--- config.mk ---
export PLATFORM = sky130hd
export DESIGN_NAME = sixteen_bit_timer_core
export DESIGN_NICKNAME = d
export VERILOG_FILES = /design/src/inc/timer_pkg.sv /design/src/hw/sixteen_bit_timer_core.sv
export SDC_FILE = /design/constraint.sdc
export NUM_CORES = 1
export LEC_CHECK = 0
export ABC_CLOCK_PERIOD_IN_PS = 3500
export BUFFER_PORTS_ARGS = -buffer_cell sky130_fd_sc_hd__buf_2
export CAP_MARGIN = 25
export CORE_MARGIN = 1
export CORE_UTILIZATION = 55
export CTS_BUF_LIST = sky130_fd_sc_hd__clkbuf_16
export CTS_CLUSTER_DIAMETER = 40
export CTS_CLUSTER_SIZE = 25
export DETAILED_ROUTE_END_ITERATION = 10
export PLACE_DENSITY_LB_ADDON = 0.05
export SYNTH_ARGS = -nofsm -noshare
export SYNTH_HDL_FRONTEND = slang
export SYNTH_SLANG_ARGS = --single-unit
--- constraint.sdc ---
create_clock -name core_clk -period 3.5 [get_ports core_clk]
set_input_delay 1.05 -clock core_clk [delete_from_list [all_inputs] [get_ports core_clk]]
set_output_delay 1.05 -clock core_clk [all_outputs]
set_load 0.03 [all_outputs]
--- src/inc/timer_pkg.sv ---
// Purpose: shared constants and types of the sixteen bit timer core
// Assumes: byte wide registers on 32-bit word aligned addresses
// Notes: register values sit in data bits 7:0, upper bits read zero
package timer_pkg;
	localparam logic [5:0] OFF_CTRL_A = 6'h00;
	localparam logic [5:0] OFF_CTRL_B = 6'h04;
	localparam logic [5:0] OFF_CNT_L = 6'h08;
	localparam logic [5:0] OFF_CNT_H = 6'h0c;
	localparam logic [5:0] OFF_CMPA_L = 6'h10;
	localparam logic [5:0] OFF_CMPA_H = 6'h14;
	localparam logic [5:0] OFF_CMPB_L = 6'h18;
	localparam logic [5:0] OFF_CMPB_H = 6'h1c;
	localparam logic [5:0] OFF_CAP_L = 6'h20;
	localparam logic [5:0] OFF_CAP_H = 6'h24;
	localparam logic [5:0] OFF_IRQ_MASK = 6'h28;
	localparam logic [5:0] OFF_IRQ_FLAG = 6'h2c;
	localparam logic [5:0] OFF_POWER = 6'h30;
	localparam logic [7:0] CTRL_RST = 8'h00;
	localparam logic POWER_RST = 1'b0;
	// interrupt bit order in flag and mask registers
	localparam int IRQ_OVF = 0;
	localparam int IRQ_CMPA = 1;
	localparam int IRQ_CMPB = 2;
	localparam int IRQ_CAP = 3;
	localparam logic [15:0] BOTTOM = 16'h0000;
	localparam logic [15:0] MAX = 16'hffff;
	localparam logic [15:0] TOP8 = 16'h00ff;
	localparam logic [15:0] TOP9 = 16'h01ff;
	localparam logic [15:0] TOP10 = 16'h03ff;
	localparam logic [9:0] DIV8_MASK = 10'h007;
	localparam logic [9:0] DIV64_MASK = 10'h03f;
	localparam logic [9:0] DIV256_MASK = 10'h0ff;
	localparam logic [9:0] DIV1024_MASK = 10'h3ff;
	localparam int FILTER_LEN = 4;
	typedef enum logic [1:0] {SEQ_NORMAL, SEQ_CTC, SEQ_FAST, SEQ_DUAL} seq_t;
	typedef enum logic [2:0] {
		TOP_MAX, TOP_FIX8, TOP_FIX9, TOP_FIX10, TOP_CMPA, TOP_CAP
	} topsel_t;
	typedef enum logic {BUS_IDLE, BUS_ACK} bus_t;
	typedef struct packed {
		logic [1:0] comA;      // ctrl_a 7:6
		logic [1:0] comB;      // ctrl_a 5:4
		logic noiseCancel;     // ctrl_b 7
		logic captureRise;     // ctrl_b 6
		logic captureFromCmp;  // ctrl_b 5
		logic [3:0] wgm;       // ctrl_b 4:3 , ctrl_a 1:0
		logic [2:0] clkSel;    // ctrl_b 2:0
	} ctrl_t;
endpackage

--- src/hw/sixteen_bit_timer_core.sv ---
// Purpose: 16-bit timer/counter with two compare channels and capture
// Assumes: inputs synchronous to core_clk; Avalon-MM slave, 1 wait state
// Notes: 8-bit registers, 16-bit values through a shared high byte latch
//
// Register access over Avalon-MM and the register offsets were decided locally.
`timescale 1ns/1ps

module sixteen_bit_timer_core #(
	parameter int CNT_W = 16,
	parameter int FILT_LEN = timer_pkg::FILTER_LEN
) (
	input wire logic core_clk,
	input wire logic rst_n,
	input wire logic [5:0] address,
	input wire logic read,
	input wire logic write,
	input wire logic [31:0] writedata,
	output logic [31:0] readdata,
	output logic waitrequest,
	input wire logic ext_count_pin,
	input wire logic capture_pin,
	input wire logic cmp_out,
	input wire logic [3:0] irq_ack,
	output logic wave_out_a,
	output logic wave_out_b,
	output logic [3:0] irq
);
	timer_pkg::bus_t busQ;
	timer_pkg::ctrl_t ctrl;
	timer_pkg::seq_t seq;
	timer_pkg::topsel_t topSel;
	logic [7:0] ctrlAQ, ctrlBQ, tempQ, wd;
	logic [3:0] maskQ, flagQ, evt;
	logic powerGateQ;
	logic [CNT_W-1:0] cntQ, cntD, cmpABufQ, cmpBBufQ, cmpAQ, cmpBQ, capQ, top;
	logic [9:0] prescQ;
	logic pinQ, tick, upQ, acc, wrAcc, rdAcc, updCmp;
	logic atBottom, atMax, atTop, cntWr, matchA, matchB;
	logic [FILT_LEN-1:0] filtQ;
	logic trigQ, trigLevel, capEdge, wrapping;

	assign ctrl = {ctrlAQ[7:4], ctrlBQ[7:5], ctrlBQ[4:3], ctrlAQ[1:0],
		ctrlBQ[2:0]};
	assign wd = writedata[7:0];

	// bus slave: one wait state, side effects at the acknowledging edge
	assign waitrequest = (read | write) & (busQ != timer_pkg::BUS_ACK);
	assign acc = (read | write) & (busQ == timer_pkg::BUS_ACK);
	assign wrAcc = acc & write;
	assign rdAcc = acc & read;

	always_ff @(posedge core_clk or negedge rst_n) begin
		if (!rst_n) begin
			busQ <= timer_pkg::BUS_IDLE;
		end else if (busQ == timer_pkg::BUS_IDLE && (read | write)) begin
			busQ <= timer_pkg::BUS_ACK;
		end else begin
			busQ <= timer_pkg::BUS_IDLE;
		end
	end

	// read data is prepared in the wait cycle and stands at the ack edge
	always_ff @(posedge core_clk or negedge rst_n) begin
		if (!rst_n) begin
			readdata <= 32'h0000_0000;
		end else if (read && busQ == timer_pkg::BUS_IDLE) begin
			readdata <= 32'h0000_0000;
			case (address)
				timer_pkg::OFF_CTRL_A: readdata[7:0] <= ctrlAQ;
				timer_pkg::OFF_CTRL_B: readdata[7:0] <= ctrlBQ;
				timer_pkg::OFF_CNT_L: readdata[7:0] <= cntQ[7:0];
				timer_pkg::OFF_CNT_H: readdata[7:0] <= tempQ;
				timer_pkg::OFF_CMPA_L: readdata[7:0] <= cmpABufQ[7:0];
				timer_pkg::OFF_CMPA_H: readdata[7:0] <= cmpABufQ[15:8];
				timer_pkg::OFF_CMPB_L: readdata[7:0] <= cmpBBufQ[7:0];
				timer_pkg::OFF_CMPB_H: readdata[7:0] <= cmpBBufQ[15:8];
				timer_pkg::OFF_CAP_L: readdata[7:0] <= capQ[7:0];
				timer_pkg::OFF_CAP_H: readdata[7:0] <= tempQ;
				timer_pkg::OFF_IRQ_MASK: readdata[3:0] <= maskQ;
				timer_pkg::OFF_IRQ_FLAG: readdata[3:0] <= flagQ;
				timer_pkg::OFF_POWER: readdata[0] <= powerGateQ;
				default: readdata <= 32'h0000_0000;
			endcase
		end
	end

	always_ff @(posedge core_clk or negedge rst_n) begin
		if (!rst_n) begin
			ctrlAQ <= timer_pkg::CTRL_RST;
			ctrlBQ <= timer_pkg::CTRL_RST;
			maskQ <= 4'h0;
			powerGateQ <= timer_pkg::POWER_RST;
		end else if (wrAcc) begin
			case (address)
				timer_pkg::OFF_CTRL_A: ctrlAQ <= wd & 8'hf3;
				timer_pkg::OFF_CTRL_B: ctrlBQ <= wd;
				timer_pkg::OFF_IRQ_MASK: maskQ <= wd[3:0];
				timer_pkg::OFF_POWER: powerGateQ <= wd[0];
				default: ;
			endcase
		end
	end

	// one high byte latch shared by all 16-bit registers
	always_ff @(posedge core_clk or negedge rst_n) begin
		if (!rst_n) begin
			tempQ <= 8'h00;
		end else if (wrAcc && address[2] && address >= timer_pkg::OFF_CNT_H
			&& address <= timer_pkg::OFF_CAP_H) begin
			tempQ <= wd;
		end else if (rdAcc && address == timer_pkg::OFF_CNT_L) begin
			tempQ <= cntQ[15:8];
		end else if (rdAcc && address == timer_pkg::OFF_CAP_L) begin
			tempQ <= capQ[15:8];
		end
	end

	// mode decode: sequence shape and top source
	always_comb begin
		seq = timer_pkg::SEQ_NORMAL;
		topSel = timer_pkg::TOP_MAX;
		case (ctrl.wgm)
			4'd1: begin seq = timer_pkg::SEQ_DUAL; topSel = timer_pkg::TOP_FIX8; end
			4'd2: begin seq = timer_pkg::SEQ_DUAL; topSel = timer_pkg::TOP_FIX9; end
			4'd3: begin
				seq = timer_pkg::SEQ_DUAL;
				topSel = timer_pkg::TOP_FIX10;
			end
			4'd4: begin seq = timer_pkg::SEQ_CTC; topSel = timer_pkg::TOP_CMPA; end
			4'd5: begin seq = timer_pkg::SEQ_FAST; topSel = timer_pkg::TOP_FIX8; end
			4'd6: begin seq = timer_pkg::SEQ_FAST; topSel = timer_pkg::TOP_FIX9; end
			4'd7: begin
				seq = timer_pkg::SEQ_FAST;
				topSel = timer_pkg::TOP_FIX10;
			end
			4'd8, 4'd10: begin
				seq = timer_pkg::SEQ_DUAL;
				topSel = timer_pkg::TOP_CAP;
			end
			4'd9, 4'd11: begin
				seq = timer_pkg::SEQ_DUAL;
				topSel = timer_pkg::TOP_CMPA;
			end
			4'd12: begin seq = timer_pkg::SEQ_CTC; topSel = timer_pkg::TOP_CAP; end
			4'd14: begin
				seq = timer_pkg::SEQ_FAST;
				topSel = timer_pkg::TOP_CAP;
			end
			4'd15: begin
				seq = timer_pkg::SEQ_FAST;
				topSel = timer_pkg::TOP_CMPA;
			end
			default: ;
		endcase
	end

	always_comb begin
		case (topSel)
			timer_pkg::TOP_FIX8: top = timer_pkg::TOP8;
			timer_pkg::TOP_FIX9: top = timer_pkg::TOP9;
			timer_pkg::TOP_FIX10: top = timer_pkg::TOP10;
			timer_pkg::TOP_CMPA: top = cmpAQ;
			timer_pkg::TOP_CAP: top = capQ;
			default: top = timer_pkg::MAX;
		endcase
	end

	assign atBottom = cntQ == timer_pkg::BOTTOM;
	assign atMax = cntQ == timer_pkg::MAX;
	assign atTop = cntQ == top;

	// clock select; the prescaler is cleared to zero while the power gate is set
	always_ff @(posedge core_clk or negedge rst_n) begin
		if (!rst_n) begin
			prescQ <= 10'h000;
			pinQ <= 1'b0;
		end else begin
			prescQ <= powerGateQ ? 10'h000 : prescQ + 10'h001;
			pinQ <= ext_count_pin;
		end
	end

	always_comb begin
		case (ctrl.clkSel)
			3'd1: tick = 1'b1;
			3'd2: tick = (prescQ & timer_pkg::DIV8_MASK) == timer_pkg::DIV8_MASK;
			3'd3: tick = (prescQ & timer_pkg::DIV64_MASK) == timer_pkg::DIV64_MASK;
			3'd4: tick = (prescQ & timer_pkg::DIV256_MASK)
				== timer_pkg::DIV256_MASK;
			3'd5: tick = prescQ == timer_pkg::DIV1024_MASK;
			3'd6: tick = pinQ & ~ext_count_pin;
			3'd7: tick = ~pinQ & ext_count_pin;
			default: tick = 1'b0;
		endcase
		if (powerGateQ) begin
			tick = 1'b0;
		end
	end

	// counter; a software write wins over a tick in the same cycle
	assign cntWr = wrAcc && address == timer_pkg::OFF_CNT_L;
	assign wrapping = seq == timer_pkg::SEQ_NORMAL ? atMax
		: (seq == timer_pkg::SEQ_DUAL ? 1'b0 : atTop);

	always_comb begin
		cntD = cntQ;
		if (cntWr) begin
			cntD = {tempQ, wd};
		end else if (tick) begin
			if (seq == timer_pkg::SEQ_DUAL) begin
				cntD = (upQ && !atTop) || atBottom ? cntQ + 16'h0001
					: cntQ - 16'h0001;
			end else begin
				cntD = wrapping ? timer_pkg::BOTTOM : cntQ + 16'h0001;
			end
		end
	end

	always_ff @(posedge core_clk or negedge rst_n) begin
		if (!rst_n) begin
			cntQ <= 16'h0000;
			upQ <= 1'b1;
		end else begin
			cntQ <= cntD;
			if (tick && seq == timer_pkg::SEQ_DUAL && atTop) begin
				upQ <= 1'b0;
			end else if (tick && atBottom) begin
				upQ <= 1'b1;
			end
		end
	end

	// compare buffers: immediate outside PWM, else at top
	always_comb begin
		case (seq)
			timer_pkg::SEQ_FAST: updCmp = tick && atTop;
			timer_pkg::SEQ_DUAL: updCmp = tick && atTop;
			default: updCmp = 1'b1;
		endcase
	end

	always_ff @(posedge core_clk or negedge rst_n) begin
		if (!rst_n) begin
			cmpABufQ <= 16'h0000;
			cmpBBufQ <= 16'h0000;
			cmpAQ <= 16'h0000;
			cmpBQ <= 16'h0000;
		end else begin
			if (wrAcc && address == timer_pkg::OFF_CMPA_L) begin
				cmpABufQ <= {tempQ, wd};
			end
			if (wrAcc && address == timer_pkg::OFF_CMPB_L) begin
				cmpBBufQ <= {tempQ, wd};
			end
			if (updCmp) begin
				cmpAQ <= cmpABufQ;
				cmpBQ <= cmpBBufQ;
			end
		end
	end

	assign matchA = tick && cntQ == cmpAQ;
	assign matchB = tick && cntQ == cmpBQ;

	// waveform generation per channel
	function automatic logic nextWave(input logic cur, input logic [1:0] com,
		input logic hit, input timer_pkg::seq_t s, input logic up,
		input logic restart);
		logic v;
		v = cur;
		if (s == timer_pkg::SEQ_FAST && com[1]) begin
			if (hit) begin
				v = com[0];
			end else if (restart) begin
				v = ~com[0];
			end
		end else if (s == timer_pkg::SEQ_DUAL && com[1]) begin
			if (hit) begin
				v = up ? com[0] : ~com[0];
			end
		end else if (hit) begin
			case (com)
				2'b01: v = ~cur;
				2'b10: v = 1'b0;
				2'b11: v = 1'b1;
				default: v = cur;
			endcase
		end
		return v;
	endfunction

	logic pwmTopA;
	assign pwmTopA = topSel == timer_pkg::TOP_CMPA &&
		(seq == timer_pkg::SEQ_FAST || seq == timer_pkg::SEQ_DUAL);

	always_ff @(posedge core_clk or negedge rst_n) begin
		if (!rst_n) begin
			wave_out_a <= 1'b0;
			wave_out_b <= 1'b0;
		end else begin
			// while channel A also sets the PWM period it can only toggle on match
			if (pwmTopA) begin
				if (matchA && ctrl.comA == 2'b01) begin
					wave_out_a <= ~wave_out_a;
				end
			end else begin
				wave_out_a <= nextWave(wave_out_a, ctrl.comA, matchA, seq, upQ,
					tick && atTop);
			end
			wave_out_b <= nextWave(wave_out_b, ctrl.comB, matchB, seq, upQ,
				tick && atTop);
		end
	end

	// capture trigger, filtered: level must agree over the whole window
	assign trigLevel = ctrl.captureFromCmp ? cmp_out : capture_pin;

	always_ff @(posedge core_clk or negedge rst_n) begin
		if (!rst_n) begin
			filtQ <= '0;
			trigQ <= 1'b0;
		end else begin
			filtQ <= {filtQ[FILT_LEN-2:0], trigLevel};
			if (!ctrl.noiseCancel) begin
				trigQ <= trigLevel;
			end else if (&filtQ) begin
				trigQ <= 1'b1;
			end else if (~|filtQ) begin
				trigQ <= 1'b0;
			end
		end
	end

	logic trigNow;
	assign trigNow = !ctrl.noiseCancel ? trigLevel
		: (&filtQ ? 1'b1 : (~|filtQ ? 1'b0 : trigQ));
	// capture is off while the capture register sets the top
	assign capEdge = !powerGateQ && topSel != timer_pkg::TOP_CAP &&
		trigNow != trigQ && trigNow == ctrl.captureRise;

	always_ff @(posedge core_clk or negedge rst_n) begin
		if (!rst_n) begin
			capQ <= 16'h0000;
		end else if (wrAcc && address == timer_pkg::OFF_CAP_L) begin
			capQ <= {tempQ, wd};
		end else if (capEdge) begin
			capQ <= cntQ;
		end
	end

	// interrupt flags: a new event wins over a clear in the same cycle
	assign evt[timer_pkg::IRQ_OVF] = tick && (seq == timer_pkg::SEQ_DUAL
		? atBottom && !upQ : (seq == timer_pkg::SEQ_FAST ? atTop : atMax));
	assign evt[timer_pkg::IRQ_CMPA] = matchA;
	assign evt[timer_pkg::IRQ_CMPB] = matchB;
	assign evt[timer_pkg::IRQ_CAP] = capEdge | (topSel == timer_pkg::TOP_CAP
		&& tick && atTop);

	always_ff @(posedge core_clk or negedge rst_n) begin
		if (!rst_n) begin
			flagQ <= 4'h0;
		end else begin
			flagQ <= (flagQ & ~irq_ack & ~((wrAcc &&
				address == timer_pkg::OFF_IRQ_FLAG) ? wd[3:0] : 4'h0))
				| evt;
		end
	end

	assign irq = flagQ & maskQ;

	stopped_hold_a: assert property (@(posedge core_clk) disable iff (!rst_n)
		(ctrl.clkSel == 3'd0 && !cntWr) |=> $stable(cntQ))
		else $error("counter moved with no clock source");
	power_gate_a: assert property (@(posedge core_clk) disable iff (!rst_n)
		(powerGateQ && !cntWr) |=> cntQ == $past(cntQ))
		else $error("counter moved while power gated");
	match_flag_a: assert property (@(posedge core_clk) disable iff (!rst_n)
		(tick && cntQ == cmpBQ) |=> flagQ[timer_pkg::IRQ_CMPB])
		else $error("compare B match did not set its flag");
	flag_clear_a: assert property (@(posedge core_clk) disable iff (!rst_n)
		(irq_ack[timer_pkg::IRQ_CMPB] && !evt[timer_pkg::IRQ_CMPB]) |=>
		!flagQ[timer_pkg::IRQ_CMPB])
		else $error("match B flag not cleared by ack");
	capture_latch_a: assert property (@(posedge core_clk)
		disable iff (!rst_n)
		(capEdge && !(wrAcc && address == timer_pkg::OFF_CAP_L))
		|=> capQ == $past(cntQ))
		else $error("capture did not latch the count");
	low_write_a: assert property (@(posedge core_clk) disable iff (!rst_n)
		cntWr |=> cntQ == {$past(tempQ), $past(wd)})
		else $error("low byte write did not merge high latch");
	low_read_a: assert property (@(posedge core_clk) disable iff (!rst_n)
		(rdAcc && address == timer_pkg::OFF_CAP_L) |=>
		tempQ == $past(capQ[15:8]))
		else $error("low byte read did not fill high latch");
	max_wrap_a: assert property (@(posedge core_clk) disable iff (!rst_n)
		(seq == timer_pkg::SEQ_NORMAL && tick && atMax && !cntWr) |=>
		cntQ == timer_pkg::BOTTOM && flagQ[timer_pkg::IRQ_OVF])
		else $error("no wrap and overflow at max");
	irq_gate_a: assert property (@(posedge core_clk) disable iff (!rst_n)
		irq[timer_pkg::IRQ_CMPA] |-> flagQ[1] && maskQ[1])
		else $error("request without flag and enable");
	top_buffer_a: assert property (@(posedge core_clk) disable iff (!rst_n)
		(seq == timer_pkg::SEQ_FAST && !(tick && atTop)) |=>
		$stable(cmpAQ))
		else $error("active compare A changed mid period");
endmodule

==> results of run 1 <==
-- metal layers --
layer	part of all wire	wire (microns)	GRT usage	vias up
met5	0	0	0	-
met4	0.045	1323	0.1629	0
met3	0.073	2178	0.05974	83
met2	0.44	13170	0.5182	394
met1	0.44	12970	0.4875	4036
li1	-	-	-	3743
-- registers in the layout, summed over array words and instances (netlist names), 10 cells and up --
signal and count:
prescQ 10, cmpBBufQ 16, cmpAQ 16, cmpABufQ 16
cntQ 16, cmpBQ 16, capQ 16
-- cells in the mapped netlist (all sizes together), types with 3 or more instances --
cell type,n
dfrtp,154
mux2,83
nand2,82
o21ai,78
nor2,65
a21oi,49
clkbuf,47
mux2i,44
buf,43
nand3,33
xnor2,24
xor2,24
nor3,23
inv,17
nor4,17
a22oi,16
a221oi,14
and3,14
nand4,14
a31oi,12
o31ai,12
or3,12
and2,10
a21o,9
nor2b,9
nand2b,8
o21a,7
o211ai,6
or4,6
ha,5
nand3b,5
nor4b,4
a211o,3
a211oi,3
a222oi,3
nor3b,3
o22ai,3
or2,3
-- where the power goes --
group	switching (mW)	leakage [nW]	internal, mW
clock network	0.922	0.300	0.977
registers	0.397	2.03	2.04
logic	0.951	2.80	0.664
-- worst paths after layout --
check / depth (start not counted) / from / endpoint
min in group asynchronous: 1 / rst_n / wave_out_a$_DFFE_PN0P_
max: 10 / ctrlBQ[4]$_DFFE_PN0P_ / cmpBQ[8]$_DFFE_PN0P_
max in group asynchronous: 2 / rst_n / readdata[0]$_DFFE_PN0P_
min: 0 / filtQ[0]$_DFF_PN0_ / filtQ[1]$_DFF_PN0_
min reg2reg: 0 / filtQ[0]$_DFF_PN0_ / filtQ[1]$_DFF_PN0_
max reg2reg: 10 / ctrlBQ[4]$_DFFE_PN0P_ / cmpBQ[8]$_DFFE_PN0P_
-- what timing repair did --
action	4_1_cts	5_1_grt
cloned	0	2
gates resized for setup	5	28
pin swaps	0	3
setup endpoints to repair	26	45
setup buffers	1	4
-- area by class of cell --
cell class              instances  share of cell area
multi-input cells             755              0.4813
flip-flops and latches        155              0.3525
repair buffers                121             0.07973
clock buffers                  17             0.03861
well taps                     220             0.02499
clock inverters                15             0.01704
inverters                      17            0.005792
-- worst max-delay path: cells and delay by family (launching register included) --
| kind | cells | cell delay, ns |
|---|---|---|
| AO/OA/AOI/OAI | 1 | 0.10 |
| buffers and inverters | 1 | 0.18 |
| flip-flops | 1 | 0.45 |
| multiplexers | 1 | 0.30 |
| AND/OR/NAND/NOR | 7 | 2.32 |
-- stage by stage --
stage / utilization / cells
after floorplan: - / 1017
after global placement: 0.6099 / 1261
after detailed placement: 0.6099 / 1261
after CTS: 0.6482 / 1294
after global routing: 0.6573 / 1300
final: 0.6573 / 1300
-- logic make-up (layout without fill, tap and decap cells) --
kind of cell               Yosys count  after routing  synth area share
and+or+nand+nor                    313            313            0.1674
AOI/OAI and AO/OA                  237            237            0.1583
DFF                                155            155            0.4077
muxes                              128            128            0.1587
buffers and inverters              107            170           0.05680
xor gates and xnor gates            48             48           0.04418
adders and majority gates            5              5          0.006574
other                                1             24         0.0003940
==> impl_metrics.env, run 1 <==
export IMPL_finalPower_mw=5.950
export IMPL_synthToLayoutAreaGrowth_pct=15.76
export IMPL_setup_viol=0
export IMPL_synth_top_cells_by_area="dfrtp_1, mux2_2, mux2_4, mux2i_1, o21ai_0"
export IMPL_peakVddDrop_mv=0.3894
export IMPL_cts_tree="built"
export IMPL_worstMarginPinSlew_ns=0.7566
export IMPL_num_antenna_cells=0
export IMPL_place_ws_ns=-0.1022
export IMPL_syn_area_per_cell_sq_um=9.574
export IMPL_ys_types=70
export IMPL_nFillCells=1381
export IMPL_yosys_warnings=0
export IMPL_period_minus_slack_ns=3.472
export IMPL_crit_type="reg2reg"
export IMPL_critical_path_arrival_ns=3.79
export IMPL_rsz0062_at_grt="yes"
export IMPL_start_util=0.5678
export IMPL_cts_buffers=17
export IMPL_design_die_area_sq_mm=0.01783
export IMPL_synth_seq_cells=155
export IMPL_cp_end_kind="flip-flop"
export IMPL_clk_pin_slew_ns=0.08
export IMPL_synth_edff_count=0
export IMPL_hold_ws_ns=0.3972
export IMPL_grt_start_max_net_pins=77
export IMPL_fin_skew_ns=0.01277
export IMPL_fmax_mhz=288.1
export IMPL_ys_seq_area_frac=0.4077
export IMPL_netlist_area_leader_share=0.4049
export IMPL_gp_congestion=0.9453
export IMPL_power_leakage_nw=5.136
export IMPL_hp_class="reg2reg"
export IMPL_synth_main_ff_cell="dfrtp_1"
export IMPL_slowest_stage="or4_4"
export IMPL_via_count=8256
export IMPL_cts_sinks=155
export IMPL_clkLatencyLatePin_ns=0.44
export IMPL_hold_buffers=0
export IMPL_firstDrtPassIters=5
export IMPL_path_cells="nor3_4, o21ai_2, and3_1, or4_4, or3_4, or4_4, nor4_4, nor2_4, buf_12, mux2_4"
export IMPL_max_stage_delay_ns=0.55
export IMPL_netlist_area_sq_mm=0.009517
export IMPL_max_slew_margin=0.4956
export IMPL_finalWirelength_microns=29640
export IMPL_rrSetupSlack_ns=0.03
export IMPL_drv_cap=0
export IMPL_vias_per_cell=6.351
export IMPL_final_common_cell="dfrtp_1"
export IMPL_crit_fanout=11
export IMPL_fp_dieH_microns=133.5
export IMPL_hold_violations=0
export IMPL_drt_iter0_markers=745
export IMPL_multi_input_area_sq_mm=0.005303
export IMPL_rows=47
export IMPL_slew_violations=0
export IMPL_antenna_found_initial=1
export IMPL_crit_path_start_kind="flip-flop"
export IMPL_power_per_cell_area_mw_per_mm2=540.1
export IMPL_die_width_microns=133.5
export IMPL_drive_above_1_share=0.2574
export IMPL_clk_path_buf_depth=2
export IMPL_async_reset_ff_frac=1.000
export IMPL_grt_pass1_vias=7857
export IMPL_port_buffers=39
export IMPL_cts_root_buf="clkbuf_16"
export IMPL_drc=0
export IMPL_tns_ns=0
export IMPL_dp_hpwl_microns=21490
export IMPL_grt_first_pass_wirelength_microns=46130
export IMPL_period_share=0.9919
export IMPL_required_ns=3.82
export IMPL_final_cell_mix="dfrtp_1, nand2_1, buf_4"
export IMPL_track_usage=0.3459
export IMPL_synthesis_instances=994
export IMPL_overflow=0
export IMPL_setup_ws_ns=0.02848
export IMPL_antenna_left=0
export IMPL_final_area_sq_mm=0.01102
export IMPL_htree_levels=4
export IMPL_critPathMostFrequentCell="or4_4"
export IMPL_status="finished clean"
export IMPL_ios=88
export IMPL_synth_top_area_cell="dfrtp_1"
export IMPL_core_area_sq_mm=0.01676
export IMPL_register_area_sq_mm=0.003884
export IMPL_nNetsFinal=1121
export IMPL_dpl_cell_area_sq_mm=0.01022
export IMPL_wl_per_cell_microns=22.80
(Power assumes the default switching activity.)
==> inputs of run 2 (changes only) <==
- CORE_UTILIZATION: 55 -> 45
- SLEW_MARGIN: default -> 40
==> run 2 against run 1 <==
Effect of this change: the run now ends with negative setup slack left; worst setup slack worse by 0.036 ns; sequential cell count stayed put; clock skew is 0.0043 ns higher; non-clock buffer count is 4 higher; sequential power hardly changed; clock power hardly changed; critical endpoint is now cmpBQ[3]$_DFFE_PN0P_; largest cell class unchanged.
==> impl_metrics.env, run 2 (synthesized netlist as in run 1, its figures left out) <==
export IMPL_status="finished, violations left"
export IMPL_violations="negative setup slack"
export IMPL_die_width_microns=147.4
export IMPL_start_util=0.4643
export IMPL_period_share=1.002
export IMPL_p_int_mw=3.690
export IMPL_ios=88
export IMPL_final_common_cell="dfrtp_1"
export IMPL_htree_levels=4
export IMPL_setup_ws_ns=-0.008008
export IMPL_fin_skew_ns=0.01710
export IMPL_core_area_sq_mm=0.02049
export IMPL_rsz0062_at_grt="yes"
export IMPL_crit_path_start_kind="flip-flop"
export IMPL_worstMarginPinSlew_ns=0.6301
export IMPL_grt_pass1_vias=7885
export IMPL_antenna_found_initial=0
export IMPL_grt_first_pass_wirelength_microns=48630
export IMPL_wl_per_cell_microns=23.51
export IMPL_sw_frac_of_total=0.3852
export IMPL_design_die_area_sq_mm=0.02173
export IMPL_cp_end_kind="flip-flop"
export IMPL_clkPwrFrac=0.321
export IMPL_drive_above_1_share=0.2546
export IMPL_crit_type="reg2reg"
export IMPL_finalWirelength_microns=31830
export IMPL_required_ns=3.82
export IMPL_crit_fanout=13
export IMPL_nFillCells=1909
export IMPL_hold_violations=0
export IMPL_drv_cap=0
export IMPL_tns_ns=-0.02025
export IMPL_rows=52
export IMPL_antenna_left=0
export IMPL_fmax_mhz=285.1
export IMPL_clkLatencyLatePin_ns=0.44
export IMPL_setup_viol=6
export IMPL_power_per_cell_area_mw_per_mm2=540.7
export IMPL_track_usage=0.3030
export IMPL_cts_buffers=17
export IMPL_vias_per_cell=5.962
export IMPL_combPwrFrac=0.273
export IMPL_cts_root_buf="clkbuf_16"
export IMPL_grt_start_max_net_pins=65
export IMPL_nNetsFinal=1125
export IMPL_port_buffers=39
export IMPL_drc=0
export IMPL_overflow=0
export IMPL_gp_congestion=0.9326
export IMPL_max_slew_margin=0.5767
export IMPL_peakVddDrop_mv=0.2969
export IMPL_hp_class="reg2reg"
export IMPL_fp_dieH_microns=147.4
export IMPL_dp_hpwl_microns=23090
export IMPL_clk_path_buf_depth=2
export IMPL_slew_violations=0
export IMPL_critical_path_arrival_ns=3.82
export IMPL_synthToLayoutAreaGrowth_pct=16.63
export IMPL_num_antenna_cells=0
export IMPL_power_leakage_nw=5.160
export IMPL_p_seq_frac=0.406
export IMPL_final_cell_mix="dfrtp_1, nand2_1, buf_4"
export IMPL_period_minus_slack_ns=3.508
export IMPL_drt_iter0_markers=651
export IMPL_clk_pin_slew_ns=0.08
export IMPL_cts_tree="built"
export IMPL_p_switching_mw=2.312
export IMPL_cts_sinks=155
export IMPL_via_count=8072
export IMPL_firstDrtPassIters=5
export IMPL_hold_ws_ns=0.3943
==> run 2: per-stage QoR <==
stage	util	setup WS, ns	power (mW)	std cells	cell area, sq um
5_1_grt	0.5416	-0.1153	6.269	1354	11100
6_report	0.5416	-0.008008	6.002	1354	11100
4_1_cts	0.5390	-0.08778	5.981	1354	11050
3_5_place_dp	0.5043	-0.1187	4.035	1318	10340
2_1_floorplan	-	0.1369	3.378	1017	9603
3_3_place_gp	0.5043	-0.09874	4.015	1318	10340
==> run 2: worst paths after layout <==
path / depth (start not counted) / startpoint / slack [ns] / endpoint
min in group asynchronous: 1 / rst_n / 0.60 / wave_out_b$_DFFE_PN0P_
min: 0 / filtQ[1]$_DFF_PN0_ / 0.39 / filtQ[2]$_DFF_PN0_
max in group asynchronous: 2 / rst_n / 2.02 / cmpABufQ[12]$_DFFE_PN0P_
min reg2reg: 0 / filtQ[1]$_DFF_PN0_ / 0.39 / filtQ[2]$_DFF_PN0_
max reg2reg: 10 / ctrlAQ[0]$_DFFE_PN0P_ / -0.008 / cmpBQ[3]$_DFFE_PN0P_
max: 10 / ctrlAQ[0]$_DFFE_PN0P_ / -0.008 / cmpBQ[3]$_DFFE_PN0P_
==> run 2: power groups by stage <==
| stage | sequential (mW) | combinational, mW | clock (mW) |
|---|---|---|---|
| floorplan | 2.25 | 1.13 | 0 |
| global placement | 2.45 | 1.57 | 0 |
| detailed placement | 2.45 | 1.58 | 0 |
| CTS | 2.42 | 1.61 | 1.95 |
| global route | 2.47 | 1.79 | 2.02 |
| finish | 2.44 | 1.64 | 1.93 |
==> run 2: cell type report <==
cell class	count	area, sq um	area share
inverter	17	63.81	0.005749
timing repair buffer	125	899.6	0.08105
clock buffer	17	425.4	0.03833
sequential	155	3884	0.3499
multi-input combinational	755	5296	0.4772
clock inverter	15	192.7	0.01736
tap	270	337.8	0.03044
==> run 2: worst max-delay path: stages (launching register included) <==
cell	delay [ns]
dfrtp_2	0.45
nor3_4	0.28
o21ai_1	0.13
and3_1	0.20
or4_4	0.54
or3_4	0.39
or4_4	0.55
nor4_4	0.23
nor2_4	0.13
buf_12	0.19
mux2_4	0.30
==> run 2: metal layers <==
layer / global-route usage / share of wire / up-vias
met1: 0.4244 / 0.45 / 3993
met5: 0 / 0 / -
li1: - / - / 3742
met2: 0.4651 / 0.45 / 285
met3: 0.05154 / 0.063 / 52
met4: 0.1237 / 0.033 / 0
==> run 2: what timing repair did <==
| item | CTS | global route |
|---|---|---|
| hold buffers | 0 | 0 |
| cloned | 1 | 0 |
| endpoints found under the setup margin | 38 | 48 |
| buffers inserted | 3 | 0 |
| resized for setup | 14 | 11 |
| pin swaps | 3 | 4 |
